===== config.mk =====
export PLATFORM = sky130hd
export DESIGN_NAME = cam_alarm_monitor
export DESIGN_NICKNAME = d
export VERILOG_FILES = /design/src/cam_pkg.sv /design/src/cam_event_if.sv /design/src/cam_alarm_monitor.sv /design/src/cam_clk_compare.sv
export SDC_FILE = /design/constraint.sdc
export NUM_CORES = 1
export LEC_CHECK = 0
export ABC_CLOCK_PERIOD_IN_PS = 1500
export BUFFER_PORTS_ARGS = -buffer_cell sky130_fd_sc_hd__buf_2
export CORE_UTILIZATION = 42
export CTS_CLUSTER_SIZE = 16
export DETAILED_ROUTE_END_ITERATION = 16
export MAX_ROUTING_LAYER = met4
export PLACE_DENSITY = 0.75
export SETUP_SLACK_MARGIN = 0.2
export SKIP_LAST_GASP = 1
export SLEW_MARGIN = 20
export SYNTH_ARGS = -nofsm -noshare
export SYNTH_HDL_FRONTEND = slang
export SYNTH_SLANG_ARGS = --single-unit

===== constraint.sdc =====
create_clock -name ref_clk -period 1.5 [get_ports ref_clk]
set_input_delay 0.3 -clock ref_clk [delete_from_list [all_inputs] [get_ports ref_clk]]
set_output_delay 0.3 -clock ref_clk [all_outputs]
set_load 0.02 [all_outputs]

===== src/cam_pkg.sv =====
// Package for the converter alarm monitor: register map, field positions,
// reset values and timing constants.
// Assumes a host that reaches registers over a plain strobe port.
package cam_pkg;

   // Register offsets, as byte addresses.
   localparam logic [7:0] ADDR_EVENT_STATUS = 8'h00;
   localparam logic [7:0] ADDR_EVENT_MASK   = 8'h04;
   localparam logic [7:0] ADDR_LINK_CTRL    = 8'h08;
   localparam logic [7:0] ADDR_PIN_SEL      = 8'h0c;
   localparam logic [7:0] ADDR_SUMMARY      = 8'h10;

   // Number of serializer lanes and of status bits.
   localparam int NUM_LANES = 8;
   localparam int NUM_BITS  = 13;

   // Status bit positions.
   localparam int BIT_CPLL_UNLOCK = 0;
   localparam int BIT_SPLL_UNLOCK = 1;
   localparam int BIT_LINK_IDLE   = 2;
   localparam int BIT_REALIGN     = 3;
   localparam int BIT_CLK_UPSET   = 4;
   localparam int BIT_LANE_FIFO   = 5;

   // Link control field positions.
   localparam int BIT_LINK_EN = 0;
   localparam int BIT_PD_A    = 1;
   localparam int BIT_PD_B    = 2;
   localparam int BIT_GLOBAL_PD = 3;

   // Reset values.
   localparam logic [NUM_BITS-1:0] RST_STATUS = 13'h0000;
   localparam logic [NUM_BITS-1:0] RST_MASK   = 13'h1fff;
   localparam logic [3:0]          RST_CTRL   = 4'h0;
   localparam logic                RST_PINSEL = 1'b0;

   // Clock compare runs on device clock divided by this ratio.
   localparam int CMP_DIV = 2;

endpackage : cam_pkg


===== src/cam_event_if.sv =====
// Interface carrying raw event levels from the top to the compare leaf.
// Assumes both ends share ref_clk.
`timescale 1ns/10ps
interface cam_event_if;
   logic clk_a;
   logic clk_b;
   logic compare_en;
   logic upset_pulse;
   modport top
   (
      output clk_a,
      output clk_b,
      output compare_en,
      input  upset_pulse
   );
   modport cmp
   (
      input  clk_a,
      input  clk_b,
      input  compare_en,
      output upset_pulse
   );
endinterface : cam_event_if


===== src/cam_alarm_monitor.sv =====
// Converter alarm monitor top: sticky event status, mask, summary alarm,
// status pin drive and link enable control.
// Assumes event inputs are synchronous to ref_clk and a strobe register port.
//
// Overview of operation
// - One sticky status bit per source; set when its event occurs.
// - Status bits hold after the event; cleared only by writing one.
// - An alarm reaches the summary only when its mask bit is clear.
// - With pin select on alarm, status pin is high while alarm stands.
// - Channel A and B clocks compared; any divided-cycle mismatch flags upset.
// - Leaving global power-down may set the upset flag; host clears it.
// - Upset lane FIFO pointers set that lane's error flag.
// - Link enable rising from zero to one resets the lane FIFO logic.
// - Link outside data transmission raises an alarm.
// - SYSREF realignment of internal clocks raises an alarm.
// - Lane FIFO read or write error raises an alarm.
// - Link enable low holds link in reset, serializers down, clocks gated.
`timescale 1ns/10ps
module cam_alarm_monitor
(
   input  wire logic                          ref_clk,
   input  wire logic                          rst,
   input  wire logic [7:0]                    reg_addr,
   input  wire logic [31:0]                   reg_wdata,
   input  wire logic                          reg_wr,
   input  wire logic                          reg_rd,
   output logic [31:0]                        reg_rdata,
   input  wire logic                          cpll_unlocked,
   input  wire logic                          spll_unlocked,
   input  wire logic                          link_in_data,
   input  wire logic                          sysref_realign,
   input  wire logic                          chan_a_clk,
   input  wire logic                          chan_b_clk,
   input  wire logic [cam_pkg::NUM_LANES-1:0] lane_fifo_err,
   input  wire logic                          powerdown_pin,
   output logic                               status_out_pin,
   output logic                               summary_alarm,
   output logic                               link_reset,
   output logic                               serializer_pd,
   output logic                               link_clk_en,
   output logic                               lane_fifo_reset
);
   import cam_pkg::*;

   logic [NUM_BITS-1:0] event_status_bits_q;
   logic [NUM_BITS-1:0] event_status_bits_d;
   logic [NUM_BITS-1:0] event_mask_bits_q;
   logic [NUM_BITS-1:0] set_vec;
   logic [NUM_BITS-1:0] clr_vec;
   logic [3:0]          ctrl_q;
   logic                pin_sel_q;
   logic                link_enable;
   logic                link_enable_prev_q;
   logic                gpd_prev_q;
   logic                gpd_exit;
   logic                fifo_rst_q;
   logic                wake_q;
   logic                chan_both_on;
   logic [31:0]         rdata_q;
   cam_event_if         ev ();

   // Read-back helper for the status and mask registers: widen value to a word.
   function automatic logic [31:0] widen(input logic [NUM_BITS-1:0] v);
      widen = {19'h00000, v};
   endfunction : widen

   assign link_enable  = ctrl_q[BIT_LINK_EN];
   assign chan_both_on = ~ctrl_q[BIT_PD_A] & ~ctrl_q[BIT_PD_B];

   // Clock comparison runs only with the link up and both channels powered.
   assign ev.clk_a      = chan_a_clk;
   assign ev.clk_b      = chan_b_clk;
   assign ev.compare_en = link_enable & chan_both_on;

   cam_clk_compare u_cmp
   (
      .ref_clk (ref_clk),
      .rst     (rst),
      .ev      (ev)
   );

   // Global power-down is pin or control bit; its falling edge is an exit.
   assign gpd_exit = gpd_prev_q & ~(powerdown_pin | ctrl_q[BIT_GLOBAL_PD]);

   always_ff @(posedge ref_clk)
   begin
      if (rst)
         gpd_prev_q <= 1'b0;
      else
         gpd_prev_q <= powerdown_pin | ctrl_q[BIT_GLOBAL_PD];
   end

   // Exit from power-down may leave a spurious upset; it is recorded.
   always_ff @(posedge ref_clk)
   begin
      if (rst)
         wake_q <= 1'b0;
      else
         wake_q <= gpd_exit;
   end

   // Event sources gathered into one set vector.
   always_comb
   begin
      set_vec = '0;
      set_vec[BIT_CPLL_UNLOCK] = cpll_unlocked;
      set_vec[BIT_SPLL_UNLOCK] = spll_unlocked;
      set_vec[BIT_LINK_IDLE]   = ~link_in_data;
      set_vec[BIT_REALIGN]     = sysref_realign;
      set_vec[BIT_CLK_UPSET]   = ev.upset_pulse | wake_q;
      set_vec[BIT_LANE_FIFO +: NUM_LANES] = lane_fifo_err
         & {NUM_LANES{link_enable & ~fifo_rst_q}};
   end

   // Write-one-to-clear mask from the host.
   always_comb
   begin
      clr_vec = '0;
      if (reg_wr && reg_addr == ADDR_EVENT_STATUS)
         clr_vec = reg_wdata[NUM_BITS-1:0];
   end

   // Sticky update; a new event wins over a clear in the same cycle.
   assign event_status_bits_d = (event_status_bits_q & ~clr_vec) | set_vec;

   always_ff @(posedge ref_clk)
   begin
      if (rst)
         event_status_bits_q <= RST_STATUS;
      else
         event_status_bits_q <= event_status_bits_d;
   end

   AST_STICKY_HOLD: assert property (@(posedge ref_clk) disable iff (rst)
      (event_status_bits_q[BIT_CPLL_UNLOCK] && !clr_vec[BIT_CPLL_UNLOCK])
      |=> event_status_bits_q[BIT_CPLL_UNLOCK])
      else $error("Status bit dropped without a write of one.");

   AST_SET_CPLL: assert property (@(posedge ref_clk) disable iff (rst)
      cpll_unlocked |=> event_status_bits_q[BIT_CPLL_UNLOCK])
      else $error("Loss of lock did not set its status bit.");

   AST_SET_LINK: assert property (@(posedge ref_clk) disable iff (rst)
      !link_in_data |=> event_status_bits_q[BIT_LINK_IDLE])
      else $error("Link outside data state did not raise alarm.");

   AST_SET_SYSREF: assert property (@(posedge ref_clk) disable iff (rst)
      sysref_realign |=> event_status_bits_q[BIT_REALIGN])
      else $error("Realignment did not raise alarm.");

   AST_CLEAR_WORKS: assert property (@(posedge ref_clk) disable iff (rst)
      (clr_vec[BIT_SPLL_UNLOCK] && !spll_unlocked)
      |=> !event_status_bits_q[BIT_SPLL_UNLOCK])
      else $error("Write of one did not clear status bit.");

   AST_UPSET_SETS: assert property (@(posedge ref_clk) disable iff (rst)
      ev.upset_pulse |=> event_status_bits_q[BIT_CLK_UPSET])
      else $error("Clock upset did not set the flag.");

   AST_WAKE_UPSET: assert property (@(posedge ref_clk) disable iff (rst)
      gpd_exit |=> ##1 event_status_bits_q[BIT_CLK_UPSET])
      else $error("Power-down exit did not flag upset.");

   // Mask register and control registers written by the host.
   always_ff @(posedge ref_clk)
   begin
      if (rst)
         event_mask_bits_q <= RST_MASK;
      else if (reg_wr && reg_addr == ADDR_EVENT_MASK)
         event_mask_bits_q <= reg_wdata[NUM_BITS-1:0];
   end

   always_ff @(posedge ref_clk)
   begin
      if (rst)
         ctrl_q <= RST_CTRL;
      else if (reg_wr && reg_addr == ADDR_LINK_CTRL)
         ctrl_q <= reg_wdata[3:0];
   end

   always_ff @(posedge ref_clk)
   begin
      if (rst)
         pin_sel_q <= RST_PINSEL;
      else if (reg_wr && reg_addr == ADDR_PIN_SEL)
         pin_sel_q <= reg_wdata[0];
   end

   // Link enable edge tracking for the FIFO reset pulse.
   always_ff @(posedge ref_clk)
   begin
      if (rst)
         link_enable_prev_q <= 1'b0;
      else
         link_enable_prev_q <= link_enable;
   end

   // Rising link enable gives one cycle of lane FIFO reset.
   always_ff @(posedge ref_clk)
   begin
      if (rst)
         fifo_rst_q <= 1'b0;
      else
         fifo_rst_q <= link_enable & ~link_enable_prev_q;
   end

   assign lane_fifo_reset = fifo_rst_q | ~link_enable;

   AST_FIFO_RESET: assert property (@(posedge ref_clk) disable iff (rst)
      ($rose(link_enable)) |=> lane_fifo_reset)
      else $error("Link enable rise did not reset lane FIFO.");

   // Link held in reset, powered down and clock gated while disabled.
   always_ff @(posedge ref_clk)
   begin
      if (rst)
      begin
         link_reset    <= 1'b1;
         serializer_pd <= 1'b1;
         link_clk_en   <= 1'b0;
      end
      else
      begin
         link_reset    <= ~link_enable;
         serializer_pd <= ~link_enable;
         link_clk_en   <= link_enable;
      end
   end

   AST_LINK_OFF: assert property (@(posedge ref_clk) disable iff (rst)
      !link_enable |=> (link_reset && serializer_pd && !link_clk_en))
      else $error("Disabled link not held in reset.");

   // Summary alarm from unmasked sticky bits, every cycle.
   assign summary_alarm  = |(event_status_bits_q & ~event_mask_bits_q);
   assign status_out_pin = pin_sel_q & summary_alarm;

   AST_MASKED_QUIET: assert property (@(posedge ref_clk) disable iff (rst)
      ((event_status_bits_q & ~event_mask_bits_q) == '0) |-> !summary_alarm)
      else $error("Masked alarm reached the summary.");

   AST_PIN_ALARM: assert property (@(posedge ref_clk) disable iff (rst)
      (pin_sel_q && summary_alarm) |-> status_out_pin)
      else $error("Status pin low while alarm stands.");

   // The pin stays low while it is not selected for the alarm function.
   AST_PIN_QUIET: assert property (@(posedge ref_clk) disable iff (rst)
      !pin_sel_q |-> !status_out_pin)
      else $error("Status pin high while not selected.");

   // Any unmasked sticky bit must show on the summary in the same cycle.
   AST_SUMMARY_UP: assert property (@(posedge ref_clk) disable iff (rst)
      ((event_status_bits_q & ~event_mask_bits_q) != '0) |-> summary_alarm)
      else $error("Unmasked alarm missing from the summary.");

   // A mask write lands in the next cycle with the written low bits.
   AST_MASK_WRITE: assert property (@(posedge ref_clk) disable iff (rst)
      (reg_wr && reg_addr == ADDR_EVENT_MASK)
      |=> (event_mask_bits_q == $past(reg_wdata[NUM_BITS-1:0])))
      else $error("Mask write did not land.");

   // Every bit that is set and not cleared survives to the next cycle.
   AST_STICKY_ALL: assert property (@(posedge ref_clk) disable iff (rst)
      1'b1 |=> ((event_status_bits_q & $past(event_status_bits_q & ~clr_vec))
                == $past(event_status_bits_q & ~clr_vec)))
      else $error("Sticky status bit dropped on its own.");

   // A new event beats a clear of the same bit in the same cycle.
   AST_SET_WINS: assert property (@(posedge ref_clk) disable iff (rst)
      (clr_vec[BIT_REALIGN] && sysref_realign)
      |=> event_status_bits_q[BIT_REALIGN])
      else $error("Clear won over a new realignment event.");

   AST_SET_SPLL: assert property (@(posedge ref_clk) disable iff (rst)
      spll_unlocked |=> event_status_bits_q[BIT_SPLL_UNLOCK])
      else $error("Second loss of lock did not set its status bit.");

   // A lane error with the link running and no FIFO reset pulse sets that lane's flag.
   AST_SET_LANE: assert property (@(posedge ref_clk) disable iff (rst)
      (lane_fifo_err[0] && link_enable && !fifo_rst_q)
      |=> event_status_bits_q[BIT_LANE_FIFO])
      else $error("Lane error did not set its flag.");

   // No upset pulse can come from a comparator that is switched off.
   AST_CMP_OFF: assert property (@(posedge ref_clk) disable iff (rst)
      !ev.compare_en |=> !ev.upset_pulse)
      else $error("Upset flagged with the compare disabled.");

   // The lane FIFO is held in reset for as long as the link is off.
   AST_FIFO_HELD: assert property (@(posedge ref_clk) disable iff (rst)
      !link_enable |-> lane_fifo_reset)
      else $error("Lane FIFO not held while link is off.");

   // An enabled link leaves reset and gets its clock one cycle later.
   AST_LINK_ON: assert property (@(posedge ref_clk) disable iff (rst)
      link_enable |=> (!link_reset && !serializer_pd && link_clk_en))
      else $error("Enabled link still held off.");

   // A status read returns the sticky bits in the following cycle.
   AST_READ_STATUS: assert property (@(posedge ref_clk) disable iff (rst)
      (reg_rd && reg_addr == ADDR_EVENT_STATUS)
      |=> (reg_rdata == widen($past(event_status_bits_q))))
      else $error("Status read returned a wrong word.");

   // Registered read data, one cycle after the read strobe; zero otherwise.
   always_ff @(posedge ref_clk)
   begin
      if (rst)
         rdata_q <= 32'h00000000;
      else if (reg_rd)
      begin
         case (reg_addr)
            ADDR_EVENT_STATUS: rdata_q <= widen(event_status_bits_q);
            ADDR_EVENT_MASK:   rdata_q <= widen(event_mask_bits_q);
            ADDR_LINK_CTRL:    rdata_q <= {28'h0000000, ctrl_q};
            ADDR_PIN_SEL:      rdata_q <= {31'h00000000, pin_sel_q};
            ADDR_SUMMARY:      rdata_q <= {31'h00000000, summary_alarm};
            default:           rdata_q <= 32'h00000000;
         endcase
      end
      else
         rdata_q <= 32'h00000000;
   end

   assign reg_rdata = rdata_q;

endmodule : cam_alarm_monitor


===== src/cam_clk_compare.sv =====
// Channel clock comparator: flags any mismatch sampled on the divided rate.
// Assumes the channel clock phases arrive synchronous to ref_clk.
`timescale 1ns/10ps
module cam_clk_compare
(
   input wire logic ref_clk,
   input wire logic rst,
   cam_event_if.cmp ev
);
   import cam_pkg::*;

   logic div_q;

   // Divider gives one enable pulse every second device clock.
   always_ff @(posedge ref_clk)
   begin
      if (rst)
         div_q <= 1'b0;
      else
         div_q <= ~div_q;
   end

   // Mismatch in any single divided cycle produces one upset pulse.
   always_ff @(posedge ref_clk)
   begin
      if (rst)
         ev.upset_pulse <= 1'b0;
      else
         ev.upset_pulse <= div_q & ev.compare_en & (ev.clk_a != ev.clk_b);
   end

   AST_CMP_PULSE: assert property (@(posedge ref_clk) disable iff (rst)
      (div_q && ev.compare_en && ev.clk_a != ev.clk_b) |=> ev.upset_pulse)
      else $error("Clock mismatch did not raise upset pulse.");

endmodule : cam_clk_compare


==> summary.md <==
| Metric | Value |
|---|---|
| Final GP Congestion | `between 0.8 and 0.9` |
| Max stage delay on crit path | `between 0.3 and 0.4 ns` |
| Worst setup startpoint | `event_status_bits_q[5]$_SDFF_PP0_` |
| Top cell type's share of synthesized area | `47.2%` |
| Via count | `between 1500 and 2000` |
| Largest net degree at the start of global routing | `23` |
| DRC errors left | `0` |
| Status | `complete, but fails checks` |
| Synthesized cell area | `2160 µm²` |
| Post-synth ARST share | `0%` |
| Cell Chain, Critical Path | `nor2b_4 > a2111oi_4 > o2111ai_4 > and2_4 > buf_2` |
| WL final | `5090 µm` |
| Final Util | `approximately three fifths` |
| GR Util All Layers | `20.0%` |
| Maximum VDD drop | `0.541 mV` |
| Skew-Pair Late Insertion Delay | `about 0.30 ns` |
| Area delta synth->final | `34.1%` |
| Area contributors post-synth | `dfxtp_1 47%, buf_4 7.6%, nand2_1 7.5%` |
| First-pass GRT wire length | `7970 µm` |
| Failing checks | `negative setup slack` |
| Crit path kind | `reg -> out` |
| WP data arrival | `1.66 ns` |
| Worst reg2reg startpoint | `event_status_bits_q[5]$_SDFF_PP0_` |
| Seq/Total Area, Yosys | `47.2%` |
| Pwr dens | `868 nW/µm²` |
| Number of global-route vias before repair | `1797` |
| Synth warn | `0` |
| I/O pins | `between 90 and 100` |
| Synth Register Bits | `51` |
| Crit. End Element | `primary output` |
| Startpoint types | `register` |
| R2r setup slk | `0.16 ns` |
| Max-Cap Viols | `0` |
| Nets | `398` |
| WP buf/inv | `1` |
| Share of layout cells above drive strength 1 | `36.6%` |
| Post-layout total power | `2.52 mW` |
| Clk_skew | `0.00614 ns` |
| Core area | `roughly 4800 µm²` |
| Hold Path Origin | `link_in_data` |
| Total Neg Setup Slack | `-0.877 ns` |
| Wire per inst | `roughly 13 µm` |
| Design Area, Final | `2900 µm²` |
| Max Freq | `0.510 GHz` |
| Die H | `73.8 µm` |
| Final period util | `131%` |
| # clock sinks | `51` |
| DP Wirelength | `3850 µm` |
| RSZ-0062 raised after global routing | `yes` |
| HP Class | `in -> reg` |
| # diodes | `0` |
| TritonCTS Buffers | `5` |
| Hold buffer count at CTS | `0` |
| Leakage | `1.36 nW` |
| I/O Buffers | `just under 60` |
| Max-slew violations | `0` |
| Worst-path fanout max | `3` |
| First-pass DRT Iterations | `4` |
| Critical Path Slowest Stage Cell | `a2111oi_4` |
| Finished Layout Cells | `406` |
| Std cell rows | `25` |
| Initial Util | `44.6%` |
| DIE AREA | `between 5000 and 6000 µm²` |
| GRT overflow | `0` |
| Unique masters post-synth | `39` |
| Initial antenna violation count | `0` |
| Setup slack after layout | `-0.461 ns` |
| Synth area leader | `dfxtp_1` |
| Highest-count cells in the layout ignoring fill and taps | `55 x buf_2, 48 x dfxtp_1, 43 x nand2_1` |
| Max clock buf depth | `2` |
| Post-synthesis cell count | `between 200 and 250` |
| CTS root buf | `clkbuf_8` |
| Reg clk slew, reported paths | `0.09 ns` |
| Hold_ws | `0.183 ns` |
| Die X | `73.8 µm` |
| Placed Instance Area | `2750 µm²` |
| CTS tree | `yes` |
| Vias/cell | `roughly 4.9` |
| Tmin final | `1.96 ns` |
| Crit path max-delay family | `compound AO/OA/AOI/OAI gates` |
| Most common cell after layout, fill and taps aside | `buf_2` |
| H-tree Lvls | `2` |
| Top_reg_cell synth | `dfxtp_1` |
| Syn Area/Cell | `between 8 and 9 µm²` |
| Placed cell count | `398` |
| Starting DRT DRC Count | `149` |
| Finish-stage setup viols | `2` |
| Post-synth EDFFs | `0` |
| ANT nets after route | `0` |
| WP data required | `around 1.2 ns` |
| Placement Setup Slack | `-0.132 ns` |
| Final Hold Viols | `0` |
==> worst reg2reg max path: cells and delay by family (launching register included) <==
kind             cells  cell delay, ns
AO/OA/AOI/OAI        3            0.78
flip-flops           1            0.33
AND/OR/NAND/NOR      1            0.12
==> metal layers <==
| layer | vias to the layer above | wire [µm] | GRT usage [%] |
|---|---|---|---|
| met2 | 68 | 2570 | 35.1 |
| met3 | 6 | 243 | 3.02 |
| met5 | - | 0 | - |
| met1 | 918 | 2190 | 23.4 |
| li1 | 982 | - | - |
| met4 | 0 | 79 | 6.62 |
==> layout make-up <==
| cell class | instances | area, µm² |
|---|---|---|
| Clock buffer | 6 | 72.6 |
| Clock inverter | 1 | 30.0 |
| Multi-Input combinational cell | 171 | 1020 |
| Fill cell | 442 | 1950 |
| Sequential cell | 51 | 1020 |
| Tap cell | 67 | 83.8 |
| Timing Repair Buffer | 98 | 626 |
| Inverter | 12 | 45.0 |
==> path summary, 6_finish.rpt <==
check                           cells past startpoint                           endpoint
worst max-delay path                                5                     status_out_pin
worst max register to register                      4            reg_rdata[0]$_SDFF_PP0_
worst min-delay path                                2  event_status_bits_q[2]$_SDFF_PP0_
worst min register to register                      1             u_cmp.div_q$_SDFF_PP0_
==> power breakdown <==
part           switching, mW  total (mW)  leakage, nW  internal (mW)
logic                  0.132       0.225        0.892         0.0933
registers            0.00860        1.38        0.414           1.37
clock network          0.428       0.918       0.0513          0.489
==> Yosys cell counts (all sizes together) (3+ instances only) <==
cell	n
a22oi	9
o211ai	3
mux2i	8
nor3	7
a21oi	7
clkbuf	6
a32o	8
nand2b	3
inv	12
nor2	29
nand3	12
and3	4
dfxtp	51
nand2	43
buf	26
==> flip-flops by register name (all words and copies together) (netlist names) <==
register,count
reg_rdata,13
serializer_pd,1
fifo_rst_q,1
u_cmp.div_q,1
event_mask_bits_q,13
gpd_prev_q,1
event_status_bits_q,13
ctrl_q,4
wake_q,1
u_cmp.ev.upset_pulse,1
pin_sel_q,1
link_clk_en,1
==> logic make-up (layout without fill, tap and decap cells) <==
logic type             Yosys count  after routing  share of synthesized area, %
AND/OR/NAND/NOR                106            106                          22.9
flip-flops                      51             51                          47.2
buffers and inverters           44            117                          12.0
AO/OA/AOI/OAI                   36             36                          12.6
multiplexers                     9              9                          4.75
other                            1             19                         0.173
XOR/XNOR                         1              1                         0.405
==> what timing repair did <==
action                                  in CTS  in global routing
pin swaps                                    1                  3
resized for setup                            3                  9
endpoints found under the hold margin        0                  0
endpoints found under the setup margin       6                 22
buffers inserted                             1                  0
Note: power is estimated with default switching activity, not from simulation.
